===== config.mk =====
export PLATFORM = sky130hd
export DESIGN_NAME = cip_top
export DESIGN_NICKNAME = d
export VERILOG_FILES = /design/src/cip_arbiter.v /design/src/cip_top.v
export VERILOG_INCLUDE_DIRS = /design/src
export SDC_FILE = /design/constraint.sdc
export NUM_CORES = 1
export LEC_CHECK = 0
export ABC_AREA = 1
export BUFFER_PORTS_ARGS = -buffer_cell sky130_fd_sc_hd__buf_2
export CELL_PAD_IN_SITES_DETAIL_PLACEMENT = 1
export CELL_PAD_IN_SITES_GLOBAL_PLACEMENT = 1
export CORE_MARGIN = 5
export CORE_UTILIZATION = 38
export CTS_BUF_LIST = sky130_fd_sc_hd__clkbuf_8
export CTS_CLUSTER_DIAMETER = 120
export DETAILED_ROUTE_END_ITERATION = 8
export PLACE_DENSITY_LB_ADDON = 0.15
export SETUP_SLACK_MARGIN = 0.5
export SLEW_MARGIN = 20
export SYNTH_ARGS = -nofsm -noshare
export SYNTH_HDL_FRONTEND = slang
export SYNTH_SLANG_ARGS = --single-unit

===== constraint.sdc =====
create_clock -name pclk -period 4.9 [get_ports pclk]
set_input_delay 0.49 -clock pclk [delete_from_list [all_inputs] [get_ports pclk]]
set_output_delay 0.49 -clock pclk [all_outputs]
set_load 0.02 [all_outputs]

===== src/cip_map.vh =====
// register map, field positions and constants of the cpu interrupt prioritizer
`ifndef CIP_MAP_VH
`define CIP_MAP_VH

////////////////////////////////////////////////////////////////////////////////
// register indices (byte address is four times the index)
`define CIP_IDX_VECTOR_CONTROL 6'h00
`define CIP_IDX_LEVEL_EXEC_FLAGS 6'h01
`define CIP_IDX_ROTATION_LAST_VECTOR 6'h02
`define CIP_IDX_PROMOTED_VECTOR 6'h03
`define CIP_IDX_PROTECTED_WRITE_UNLOCK 6'h04

////////////////////////////////////////////////////////////////////////////////
// reset values
`define CIP_RST_VECTOR_CONTROL 8'h00
`define CIP_RST_ROTATION_LAST_VECTOR 8'h00
`define CIP_RST_PROMOTED_VECTOR 8'h00

////////////////////////////////////////////////////////////////////////////////
// vector_control fields
`define CIP_BIT_VECTOR_LOCATION_SELECT 6
`define CIP_BIT_COMPACT_TABLE_ENABLE 5
`define CIP_BIT_ROTATION_ENABLE 0

// level_exec_flags fields
`define CIP_BIT_NONMASKABLE_RUNNING 7
`define CIP_BIT_HIGH_LEVEL_RUNNING 1
`define CIP_BIT_NORMAL_LEVEL_RUNNING 0

////////////////////////////////////////////////////////////////////////////////
// protected write unlock (key value arbitrary)
`define CIP_UNLOCK_KEY 8'hA5
`define CIP_UNLOCK_WINDOW 3'h4

////////////////////////////////////////////////////////////////////////////////
// vector numbering
`define CIP_NUM_IRQ 16
`define CIP_NMI_VEC 8'h01
`define CIP_IRQ_BASE_VEC 8'h02
`define CIP_IRQ_END_VEC 8'h12
`define CIP_NO_PROMOTION 8'h00

// compact table slots
`define CIP_SLOT_NMI 8'h01
`define CIP_SLOT_HIGH 8'h02
`define CIP_SLOT_NORMAL 8'h03

// dispatched levels
`define CIP_LVL_NORMAL 2'h0
`define CIP_LVL_HIGH 2'h1
`define CIP_LVL_NMI 2'h2

// application region granule: fuse value shifted left by this is the byte start
`define CIP_FUSE_SHIFT 8
`define CIP_BOOT_START 16'h0000

`endif


===== src/cip_arbiter.v =====
// normal-level arbiter: fixed lowest-vector-first or rotating priority
`include "cip_map.vh"

module cip_arbiter (
    input wire [15:0] req,
    input wire rr_en,
    input wire [7:0] last_vec,
    output wire grant_valid,
    output wire [3:0] grant_idx
);

    // offset of the last acknowledged vector within the request lines
    wire [7:0] last_off;
    // recorded vector names one of our lines
    wire last_in;
    // lines strictly above the last acknowledged one
    wire [15:0] above;
    // requests above the last one
    wire [15:0] upper;
    // candidate set for the lowest-first pick
    wire [15:0] pick;
    // lowest set bit of pick
    wire [15:0] onehot;
    // per index-bit selection of onehot
    wire [63:0] sel;

    assign last_off = last_vec - `CIP_IRQ_BASE_VEC;
    assign last_in = (last_vec >= `CIP_IRQ_BASE_VEC) && (last_vec < `CIP_IRQ_END_VEC);

    // rotation starts just after the recorded vector, else at the lowest
    assign above = (rr_en && last_in) ? ~((16'h0002 << last_off[3:0]) - 16'h0001)
                                      : 16'hFFFF;
    assign upper = req & above;
    // wrap around when nothing is pending above the recorded vector
    assign pick = (|upper) ? upper : req;
    assign onehot = pick & (~pick + 16'h0001);
    assign grant_valid = |req;

    // encode the one-hot grant, one index bit per pass
    genvar b, i;
    generate
        for (b = 0; b < 4; b = b + 1) begin : g_enc
            for (i = 0; i < 16; i = i + 1) begin : g_bit
                assign sel[b * 16 + i] = (((i >> b) & 1) != 0) ? onehot[i] : 1'b0;
            end
            assign grant_idx[b] = |sel[b * 16 + 15 : b * 16];
        end
    endgenerate

endmodule // cip_arbiter


===== src/cip_top.v =====
// cpu interrupt prioritizer: apb registers, level tracking and dispatch
//
// Overview of operation
// - vector select: 0 application, 1 boot start
// - boot region first; application start from fuse
// - compact table bit enables compact vector table
// - select/compact need unlock; rotation enable free
// - rotation off: lowest vector wins
// - rotation on: rotating normal-level priority
// - rotation on: record acknowledged normal vector; lowest next
// - after reset lowest vector highest priority
// - nonmaskable flag set while handler runs
// - high flag held through nonmaskable preemption
// - normal flag held through any preemption
// - one promoted vector; zero disables high level
// - unlock key, then protected write within four
// - compact table: slots one, two, three
// - high preempts normal; nothing preempts nonmaskable
`include "cip_map.vh"

module cip_top (
    input wire pclk,
    input wire presetn,
    input wire psel,
    input wire penable,
    input wire pwrite,
    input wire [7:0] paddr,
    input wire [31:0] pwdata,
    output wire [31:0] prdata,
    output wire pready,
    output wire pslverr,
    input wire [7:0] boot_region_end_fuse,
    input wire nmi_req,
    input wire [15:0] irq_req,
    input wire cpu_ack,
    input wire return_from_handler,
    output wire irq_valid,
    output wire [1:0] irq_level,
    output wire [7:0] irq_source_vector,
    output wire [7:0] irq_table_slot,
    output wire [15:0] vector_base_addr,
    output wire nonmaskable_running,
    output wire high_level_running,
    output wire normal_level_running
);

    ////////////////////////////////////////////////////////////////////////////
    // declarations

    // control bits
    reg vsel_reg;
    reg cvt_reg;
    reg rr_reg;
    // rotation and promotion registers
    reg [7:0] last_vec_reg;
    reg [7:0] last_vec_next;
    reg [7:0] promoted_reg;
    // running flags
    reg nmi_run_reg;
    reg hi_run_reg;
    reg lo_run_reg;
    // unlock window, counts remaining accesses
    reg [2:0] unlock_reg;
    reg [2:0] unlock_next;
    // fuse synchroniser
    reg [7:0] fuse_meta_reg;
    reg [7:0] fuse_reg;
    // read data and offer registers
    reg [31:0] prdata_reg;
    reg [31:0] rdata_next;
    reg valid_reg;
    reg [1:0] level_reg;
    reg [7:0] src_reg;
    reg [7:0] slot_reg;
    reg valid_next;
    reg [1:0] level_next;
    reg [7:0] src_next;
    reg [7:0] slot_next;
    reg [15:0] base_reg;

    // bus decode
    wire [5:0] word;
    wire setup;
    wire access;
    wire wr;
    wire mapped;
    wire ctrl_wr;
    wire unlock_open;
    // request classification
    wire [15:0] hi_mask;
    wire [15:0] lo_req;
    wire [15:0] hi_hits;
    wire hi_pend;
    wire [3:0] hi_idx;
    wire lo_valid;
    wire [3:0] lo_idx;
    wire [7:0] lo_vec;
    wire [7:0] level_flags;
    // acknowledges of the standing offer
    wire take;
    wire take_nmi;
    wire take_hi;
    wire take_lo;

    ////////////////////////////////////////////////////////////////////////////
    // apb decode: zero wait states, error on unmapped words

    assign word = paddr[7:2];
    assign setup = psel & ~penable;
    assign access = psel & penable;
    assign wr = access & pwrite;
    assign mapped = (word <= `CIP_IDX_PROTECTED_WRITE_UNLOCK) && (paddr[1:0] == 2'h0);
    assign ctrl_wr = wr && mapped && (word == `CIP_IDX_VECTOR_CONTROL);
    assign unlock_open = (unlock_reg != 3'h0);
    assign pready = 1'b1;
    assign pslverr = access & ~mapped;
    assign prdata = prdata_reg;

    assign level_flags = {nmi_run_reg, 5'h00, hi_run_reg, lo_run_reg};

    // read mux, sampled in the setup cycle
    always @* begin
        rdata_next = 32'h0000_0000;
        if (!mapped) begin
            rdata_next = 32'h0000_0000;
        end else if (word == `CIP_IDX_VECTOR_CONTROL) begin
            rdata_next[`CIP_BIT_VECTOR_LOCATION_SELECT] = vsel_reg;
            rdata_next[`CIP_BIT_COMPACT_TABLE_ENABLE] = cvt_reg;
            rdata_next[`CIP_BIT_ROTATION_ENABLE] = rr_reg;
        end else if (word == `CIP_IDX_LEVEL_EXEC_FLAGS) begin
            rdata_next[7:0] = level_flags;
        end else if (word == `CIP_IDX_ROTATION_LAST_VECTOR) begin
            rdata_next[7:0] = last_vec_reg;
        end else if (word == `CIP_IDX_PROMOTED_VECTOR) begin
            rdata_next[7:0] = promoted_reg;
        end else begin
            // unlock register reads open window count
            rdata_next[2:0] = unlock_reg;
        end
    end

    // read data register
    always @(posedge pclk or negedge presetn) begin
        if (!presetn) begin
            prdata_reg <= 32'h0000_0000;
        end else if (setup) begin
            prdata_reg <= rdata_next;
        end
    end

    ////////////////////////////////////////////////////////////////////////////
    // protected write unlock window

    always @* begin
        unlock_next = unlock_reg;
        if (wr && mapped && (word == `CIP_IDX_PROTECTED_WRITE_UNLOCK)) begin
            // key opens the window, anything else closes it
            unlock_next = (pwdata[7:0] == `CIP_UNLOCK_KEY) ? `CIP_UNLOCK_WINDOW : 3'h0;
        end else if (ctrl_wr) begin
            // protected write consumes the window
            unlock_next = 3'h0;
        end else if (access && unlock_open) begin
            // each other access uses one slot
            unlock_next = unlock_reg - 3'h1;
        end
    end

    ////////////////////////////////////////////////////////////////////////////
    // control and vector registers

    always @(posedge pclk or negedge presetn) begin
        if (!presetn) begin
            vsel_reg <= `CIP_RST_VECTOR_CONTROL == 8'h00 ? 1'b0 : 1'b1;
            cvt_reg <= 1'b0;
            rr_reg <= 1'b0;
            promoted_reg <= `CIP_RST_PROMOTED_VECTOR;
            unlock_reg <= 3'h0;
        end else begin
            unlock_reg <= unlock_next;
            if (ctrl_wr) begin
                // rotation enable needs no unlock
                rr_reg <= pwdata[`CIP_BIT_ROTATION_ENABLE];
                if (unlock_open) begin
                    // guarded bits change only inside the window
                    vsel_reg <= pwdata[`CIP_BIT_VECTOR_LOCATION_SELECT];
                    cvt_reg <= pwdata[`CIP_BIT_COMPACT_TABLE_ENABLE];
                end
            end
            if (wr && mapped && (word == `CIP_IDX_PROMOTED_VECTOR)) begin
                promoted_reg <= pwdata[7:0];
            end
        end
    end

    // last vector: hardware record wins over a software write
    always @* begin
        last_vec_next = last_vec_reg;
        if (wr && mapped && (word == `CIP_IDX_ROTATION_LAST_VECTOR)) begin
            last_vec_next = pwdata[7:0];
        end
        if (take_lo && rr_reg) begin
            last_vec_next = src_reg;
        end
    end

    always @(posedge pclk or negedge presetn) begin
        if (!presetn) begin
            last_vec_reg <= `CIP_RST_ROTATION_LAST_VECTOR;
        end else begin
            last_vec_reg <= last_vec_next;
        end
    end

    ////////////////////////////////////////////////////////////////////////////
    // vector placement from the boot end fuse

    // two-flop synchroniser for the fuse strap
    always @(posedge pclk or negedge presetn) begin
        if (!presetn) begin
            fuse_meta_reg <= 8'h00;
            fuse_reg <= 8'h00;
            base_reg <= `CIP_BOOT_START;
        end else begin
            fuse_meta_reg <= boot_region_end_fuse;
            fuse_reg <= fuse_meta_reg;
            // boot region sits first, application follows at the fuse
            base_reg <= vsel_reg ? `CIP_BOOT_START
                                 : {fuse_reg, {`CIP_FUSE_SHIFT{1'b0}}};
        end
    end
    assign vector_base_addr = base_reg;

    ////////////////////////////////////////////////////////////////////////////
    // request classification

    // one line at most matches the promoted vector; zero matches none
    genvar gi;
    generate
        for (gi = 0; gi < `CIP_NUM_IRQ; gi = gi + 1) begin : g_hi
            assign hi_mask[gi] = (promoted_reg != `CIP_NO_PROMOTION) &&
                                 (promoted_reg == `CIP_IRQ_BASE_VEC + gi);
        end
    endgenerate

    assign hi_hits = irq_req & hi_mask;
    assign hi_pend = |hi_hits;
    assign lo_req = irq_req & ~hi_mask;

    // high level has a single source, so a fixed encode suffices
    cip_arbiter u_hi_enc (
        .req(hi_hits),
        .rr_en(1'b0),
        .last_vec(8'h00),
        .grant_valid(),
        .grant_idx(hi_idx)
    );

    // normal-level arbitration
    cip_arbiter u_lo_arb (
        .req(lo_req),
        .rr_en(rr_reg),
        .last_vec(last_vec_reg),
        .grant_valid(lo_valid),
        .grant_idx(lo_idx)
    );

    assign lo_vec = {4'h0, lo_idx} + `CIP_IRQ_BASE_VEC;

    ////////////////////////////////////////////////////////////////////////////
    // offer selection and preemption

    assign take = cpu_ack & valid_reg;
    assign take_nmi = take && (level_reg == `CIP_LVL_NMI);
    assign take_hi = take && (level_reg == `CIP_LVL_HIGH);
    assign take_lo = take && (level_reg == `CIP_LVL_NORMAL);

    always @* begin
        valid_next = 1'b0;
        level_next = `CIP_LVL_NORMAL;
        src_next = 8'h00;
        slot_next = 8'h00;
        if (take || nmi_run_reg) begin
            // idle a cycle after a take; nothing preempts a nonmaskable handler
            valid_next = 1'b0;
        end else if (nmi_req) begin
            valid_next = 1'b1;
            level_next = `CIP_LVL_NMI;
            src_next = `CIP_NMI_VEC;
            slot_next = cvt_reg ? `CIP_SLOT_NMI : `CIP_NMI_VEC;
        end else if (hi_run_reg) begin
            valid_next = 1'b0;
        end else if (hi_pend) begin
            // high level may preempt a running normal handler
            valid_next = 1'b1;
            level_next = `CIP_LVL_HIGH;
            src_next = {4'h0, hi_idx} + `CIP_IRQ_BASE_VEC;
            slot_next = cvt_reg ? `CIP_SLOT_HIGH : src_next;
        end else if (lo_run_reg) begin
            valid_next = 1'b0;
        end else if (lo_valid) begin
            valid_next = 1'b1;
            level_next = `CIP_LVL_NORMAL;
            src_next = lo_vec;
            slot_next = cvt_reg ? `CIP_SLOT_NORMAL : lo_vec;
        end
    end

    // offer registers
    always @(posedge pclk or negedge presetn) begin
        if (!presetn) begin
            valid_reg <= 1'b0;
            level_reg <= `CIP_LVL_NORMAL;
            src_reg <= 8'h00;
            slot_reg <= 8'h00;
        end else begin
            valid_reg <= valid_next;
            level_reg <= level_next;
            src_reg <= src_next;
            slot_reg <= slot_next;
        end
    end

    ////////////////////////////////////////////////////////////////////////////
    // running flags: set on take, return clears the innermost level

    always @(posedge pclk or negedge presetn) begin
        if (!presetn) begin
            nmi_run_reg <= 1'b0;
            hi_run_reg <= 1'b0;
            lo_run_reg <= 1'b0;
        end else begin
            if (take_nmi) begin
                nmi_run_reg <= 1'b1;
            end else if (return_from_handler && nmi_run_reg) begin
                nmi_run_reg <= 1'b0;
            end
            if (take_hi) begin
                hi_run_reg <= 1'b1;
            end else if (return_from_handler && !nmi_run_reg && hi_run_reg) begin
                hi_run_reg <= 1'b0;
            end
            if (take_lo) begin
                lo_run_reg <= 1'b1;
            end else if (return_from_handler && !nmi_run_reg && !hi_run_reg) begin
                lo_run_reg <= 1'b0;
            end
        end
    end

    ////////////////////////////////////////////////////////////////////////////
    // outputs

    assign irq_valid = valid_reg;
    assign irq_level = level_reg;
    assign irq_source_vector = src_reg;
    assign irq_table_slot = slot_reg;
    assign nonmaskable_running = nmi_run_reg;
    assign high_level_running = hi_run_reg;
    assign normal_level_running = lo_run_reg;

endmodule // cip_top


==> results of run 1 <==
[path summary, 6_finish.rpt]
check / from / endpoint / slack, ns / cells past startpoint
max: last_vec_reg[2] / irq_table_slot[2] / 0.81 / 28
min: boot_region_end_fuse[6] / fuse_meta_reg[6] / 0.24 / 1
max reg2reg: last_vec_reg[2] / irq_table_slot[2] / 0.81 / 28
min reg2reg: fuse_meta_reg[0] / fuse_reg[0] / 0.35 / 0
max in group asynchronous: presetn / last_vec_reg[2] / 3.95 / 2
min in group asynchronous: presetn / prdata[6] / 0.33 / 2
[per-layer routing]
layer | vias to the layer above | global-route usage, % | part of all wire, %
met5 | - | 0 | 0
met4 | 0 | 3.499 | 0.64
met3 | 8 | 3.180 | 3.8
met2 | 94 | 36.76 | 49
met1 | 2318 | 29.32 | 46
li1 | 2314 | - | -
[final cells by class]
type,instances,area [µm²]
Timing Repair Buffer,95,513.0
Multi-Input combinational cell,500,2551
Clock buffer,10,137.6
Fill cell,1694,6902
Inverter,102,386.6
Sequential cell,70,1753
Tap cell,172,215.2
Clock inverter,5,58.81
[cells in the mapped netlist, types with 3 or more instances]
cell      count
nor4_1        8
a221oi_1      3
nor3_1       11
buf_4        42
o21ai_0      33
inv_2         9
a21oi_1       8
a21boi_1      6
nand2_1     176
o21ai_1       6
nand4_1      27
inv_1        92
o211ai_1      6
nor2_1       76
clkbuf_1      4
dfrtp_1      70
ha_1         13
nand3_1      39
a32o_1        4
nor2_2       17
[power breakdown]
part,internal (mW),switching (mW)
registers,0.659,0.0711
logic,0.426,0.864
clock network,0.247,0.219
[cells in the final DEF (no fill, tap or decap), drive strengths merged, types with 3 or more instances in the layout]
master / instances
nand2: 179
inv: 101
buf: 95
nor2: 94
dfrtp: 70
nand3: 41
o21ai: 40
conb: 39
nand4: 27
ha: 13
nor3: 12
clkbuf: 10
a21oi: 8
nor4: 8
a21boi: 7
o211ai: 6
a32o: 4
clkinvlp: 3
a221oi: 3
[cell families (layout without fill, tap and decap cells)]
kind of cell	Yosys count	in the layout	share of synthesized area, %
fa+ha+maj	13	13	3.392
buf+inv	150	212	15.21
compound gates	79	79	10.31
xor+xnor	2	2	0.3653
mux	1	1	0.2348
other cells	2	39	0.1566
flops	70	70	36.52
simple gates	366	366	33.81
[through the flow]
step / hold WS (ns) / setup WS (ns) / total power, mW / instances
6_report: 0.2410 / 0.8105 / 2.486 / 954
5_1_grt: 0.2171 / 0.4866 / 2.702 / 954
4_1_cts: 0.2270 / 0.5404 / 2.432 / 950
3_5_place_dp: 0.3370 / 0.2365 / 1.909 / 932
3_3_place_gp: 0.3325 / 0.3352 / 1.862 / 932
2_1_floorplan: 0.1944 / 1.174 / 1.557 / 720
[timing repair]
| item | CTS | global route |
|---|---|---|
| buffers inserted | 3 | 4 |
| endpoints found under the setup margin | 6 | 10 |
| pin swaps | 2 | 3 |
| gates resized for setup | 8 | 12 |
==> results.toml, run 1 <==
[timing]
skew_ns = 0.009602
rsz0062_at_grt = "no"
final-hold-violation-count = 0
tightest_slew_ns = 0.9809
tns_ns = 0
slew_headroom_pct = 34.17
fmax_ghz = 0.2445
maxSlewViolCount = 0
setup_viol = 0
period_needed_ns = 4.090
min_period_over_period_pct = 83.46

[yosys]
synth_seq_area_share_pct = 36.52
synthesis.area_um2 = 4796
synth_top_cell_by_area = "dfrtp_1"
ys_warn_count = 0
yosys.area.top_type_share_pct = 36.52
syn_avg_cell_area_um2 = 7.022
synth_seq_cells = 70
synthFlopType = "dfrtp_1"
synth_cell_types = 42
async_flop_share_pct = 100.0
syn_inst = 683
synth_edf_count = 0
yosys-top-cells-area = "dfrtp_1, nand2_1, inv_1"

[die]
dieWidth_um = 122.3
rows = 41
initial_core_util_pct = 38.31
io_pins = 144
core_um2 = 12520
die_height_um = 122.3
dieArea_um2 = 14970

[setup_path]
cp_common_cell = "nand2_1"
path_buf_inv = 5
end_kind = "flop"
crit_arrival_ns = 4.34
worstSetupStartpointType = "flop"
required_ns = 5.15
cp_top_family = "simple AND/OR/NAND/NOR gates"
crit_slowest_cell = "dfrtp_2"
path_max_fanout = 7
cpPeakStageDelay_ns = 0.39
path_class = "reg2reg"

[clocking]
postCtsHoldBufs = 0
cts_tree = "done"
clkSinkCount = 70
cts_root_buf = "clkbuf_8"
clk_latency_ns = 0.35
clk_pin_slew_ns = 0.08
cts_buffers = 9
htreeDepth = 3
clock_path_buffers = 2

[detailed_routing]
drc = 0
routedWlPerCell_um = 16.03
ant_nets = 0
drtIter0Drc = 299
vias_per_cell = 4.962
dr_total_vias = 4734
dr.pass1.iters = 5
wl_mm = 15.29

[placed_design]
dp_hpwl_mm = 12.46
gp_congestion = 0.8983
postPlaceCellArea_um2 = 5264
io_buffers = 80

[min_path]
hold_path.class = "in2reg"

[grt]
grt_max_degree = 71
grt_pass1_wl_mm = 25.22
antenna_found_initial = 0
grt_overflow = 0
grt_pass1_vias = 4976
track_usage_pct = 21.46

[finish]
layout.cell_area.non_filler_um2 = 5615
antennaDiodeCount = 0
nNetsFinal = 863
drive_above_1_share_pct = 20.08
final_util_pct = 44.86
area_delta_synth_final_pct = 17.09

[pwr]
ir_worst_vdd_mv = 0.2787
p_per_area_nw_per_um2 = 442.7
power_leakage_nw = 3.051

[outcome]
status = "complete, no violations"

[run]
maxCapViolations = 0
No activity file was read; power rests on OpenSTA's default activity.
==> inputs of run 2 (changes only) <==
- ABC_AREA: 1 -> 0
- CORE_UTILIZATION: 38 -> 40
- clock period: 4.9 -> 4.18 ns (I/O delays scaled with it)
==> run 2 against run 1 <==
The flow now finishes with violations (negative setup slack). Non-clock buffer count rose by 68. Clock skew up 0.0031 ns. Final cell count decreased by 8.0%. Synthesized cell count is 18% lower. Global-route usage is 3.0 points higher. Register-to-register slack lost 1.0 ns. First-iteration DRC count shrank 11%. Setup slack got worse by 1.0 ns. Combinational power down 64%. Count of clock-buffer cells in the layout fell by 1. Highest routed layer unchanged.
==> results.toml, run 2 <==
[timing]
fmax_ghz = 0.2274
min_period_over_period_pct = 105.2
period_needed_ns = 4.397
finalWorstSetupSlack_ns = -0.2174
setup_viol = 9
whs_ns = 0.1208
maxSlewViolCount = 0
rsz0062_at_grt = "yes"
skew_ns = 0.01272
tightest_slew_ns = 0.9597
slew_headroom_pct = 35.78
final-hold-violation-count = 0

[yosys]
ys_warn_count = 0
synth_edf_count = 0
syn_inst = 559
synth_seq_cells = 70
synth.mux.area_fraction_pct = 9.134
syn_avg_cell_area_um2 = 8.969
yosys-top-cells-area = "dfrtp_1, buf_4, mux2i_1"
synthSimpleGateAreaFrac_pct = 19.72
yosys.area_share.adder_pct = 3.244
async_flop_share_pct = 100.0
synth_seq_area_share_pct = 34.94
yosys.area.top_type_share_pct = 34.94
synthesis.area_um2 = 5014
synth_top_family_by_area = "compound AO/OA/AOI/OAI gates"
synth_top_cell_by_area = "dfrtp_1"
synthXorXnorAreaFrac_pct = 1.048
yosys.cell_count.top_type = "dfrtp_1"
synth_compound_area_share_pct = 22.44
synthFlopType = "dfrtp_1"
ys_top_cells_by_count = "dfrtp_1, nand2_1, nor2_1"
synth_cell_types = 80

[die]
io_pins = 144
die_height_um = 122.0
rows = 40
core_um2 = 12160
dieArea_um2 = 14870
dieWidth_um = 122.0
initial_core_util_pct = 41.22

[setup_path]
crit_arrival_ns = 4.61
path_max_fanout = 7
cpPeakStageDelay_ns = 0.48
crit_chain = "inv_4 -> ha_4 -> nand2_4 -> or3_4 -> ha_4 -> or4b_4 -> mux2i_1 -> a211o_1 -> nand2b_1 -> or4_4 -> buf_8 -> nor3_4 -> buf_4 -> o32a_1 -> and3_4 -> a21oi_4 -> inv_2 -> ha_4 -> a22o_1 -> nor2b_1"
path_class = "reg2reg"
crit_slowest_cell = "or4b_4"
end_kind = "flop"
required_ns = 4.39
cp_common_cell = "ha_4"
worstSetupStartpointType = "flop"

[finish]
stdcell_count = 878
antennaDiodeCount = 0
layout_common_cells = "buf_2, buf_4, dfrtp_1"
final_common_cell = "buf_2"
nNetsFinal = 790
fill_cells = 1460
area_delta_synth_final_pct = 28.97
drive_above_1_share_pct = 35.21
multi_input_area_um2 = 3157
layout.area.seq_um2 = 1752

[grt]
grt_overflow = 0
grt_pass1_wl_mm = 28.46
grt_max_degree = 39
antenna_found_initial = 0
track_usage_pct = 24.50
grt_pass1_vias = 5311

[clocking]
cts_buffers = 9
cts_tree = "done"
postCtsHoldBufs = 0
clkSinkCount = 70
clock_path_buffers = 2
htreeDepth = 3
cts_root_buf = "clkbuf_8"
clk_latency_ns = 0.34
clk_pin_slew_ns = 0.08

[detailed_routing]
dr_total_vias = 4910
drtIter0Drc = 267
vias_per_cell = 5.592
routedWlPerCell_um = 20.33
drc = 0
dr.pass1.iters = 5
wl_mm = 17.85
ant_nets = 0

[placed_design]
gp_congestion = 0.9315
dp_hpwl_mm = 13.94
io_buffers = 80
pre_cts_ws_ns = -0.2903
dp_cells = 845

[pwr]
power_mw = 1.796
power_leakage_nw = 2.986
p_per_area_nw_per_um2 = 277.8
ir_worst_vdd_mv = 0.1591

[min_path]
hold_path.class = "in2async"

[outcome]
status = "complete, but fails checks"
violations = "negative setup slack"

[run]
maxCapViolations = 0
## run 2: logic make-up (layout without fill, tap and decap cells)
kind of cell	after synthesis	in the layout
XOR/XNOR	6	6
AND/OR/NAND/NOR	193	193
buffers and inverters	82	196
multiplexers	41	41
flip-flops	70	70
other	2	39
AO/OA/AOI/OAI	152	152
adder cells (fa/ha/maj)	13	13
## run 2: power breakdown
| group | switching, mW | total, mW | leakage [nW] | internal [mW] |
|---|---|---|---|---|
| Combinational | 0.290 | 0.458 | 1.98 | 0.169 |
| Sequential | 0.0391 | 0.770 | 0.907 | 0.731 |
| Clock | 0.283 | 0.568 | 0.103 | 0.285 |
## run 2: layout make-up
| class | count | area share (%) |
|---|---|---|
| timing repair buffer | 163 | 16.66 |
| multi-input combinational | 444 | 48.82 |
| sequential | 70 | 27.09 |
| tap | 168 | 3.251 |
| inverter | 17 | 1.026 |
| clock inverter | 7 | 1.238 |
| clock buffer | 9 | 1.916 |
## run 2: critical path: cells and delay by family, from the launching register on
kind	cells	cell delay [ns]
AND/OR/NAND/NOR	8	2.06
AO/OA/AOI/OAI	4	0.52
flip-flops	1	0.41
multiplexers	1	0.18
adder cells (fa/ha/maj)	3	0.64
buffers and inverters	4	0.47
## run 2: final timing paths
check / start / end / slack, ns / cells after the start
worst max-delay path: last_vec_reg[1] / irq_table_slot[2] / -0.22 / 20
worst min-delay path: presetn / prdata[1] / 0.12 / 1
worst max register to register: last_vec_reg[1] / irq_table_slot[2] / -0.22 / 20
worst min register to register: fuse_meta_reg[2] / fuse_reg[2] / 0.35 / 0
max in group asynchronous: presetn / nonmaskable_running / 3.08 / 2
min in group pclk: boot_region_end_fuse[5] / fuse_meta_reg[5] / 0.17 / 1
## run 2: metrics by stage
| step | util (%) | cell area, µm² | setup TNS [ns] |
|---|---|---|---|
| 3_3_place_gp | 49.07 | 5968 | -0.6789 |
| 5_1_grt | 53.17 | 6466 | -2.742 |
| 2_1_floorplan | - | 5280 | -1.236 |
| 4_1_cts | 52.36 | 6367 | -0.8959 |
| 6_report | 53.17 | 6466 | -1.409 |
| 3_5_place_dp | 49.07 | 5968 | -1.084 |
## run 2: timing repair
action | in CTS | in global routing
pin swaps | 18 | 9
buffers inserted | 12 | 5
endpoints found under the setup margin | 10 | 10
resized for setup | 24 | 12
## run 2: routing by layer
metal	vias to the layer above	wire, µm	track usage [%]
li1	2254	-	-
met1	2450	7346	30.76
met2	163	8998	42.06
met3	43	829	3.343
met4	0	671	10.71
met5	-	0	0
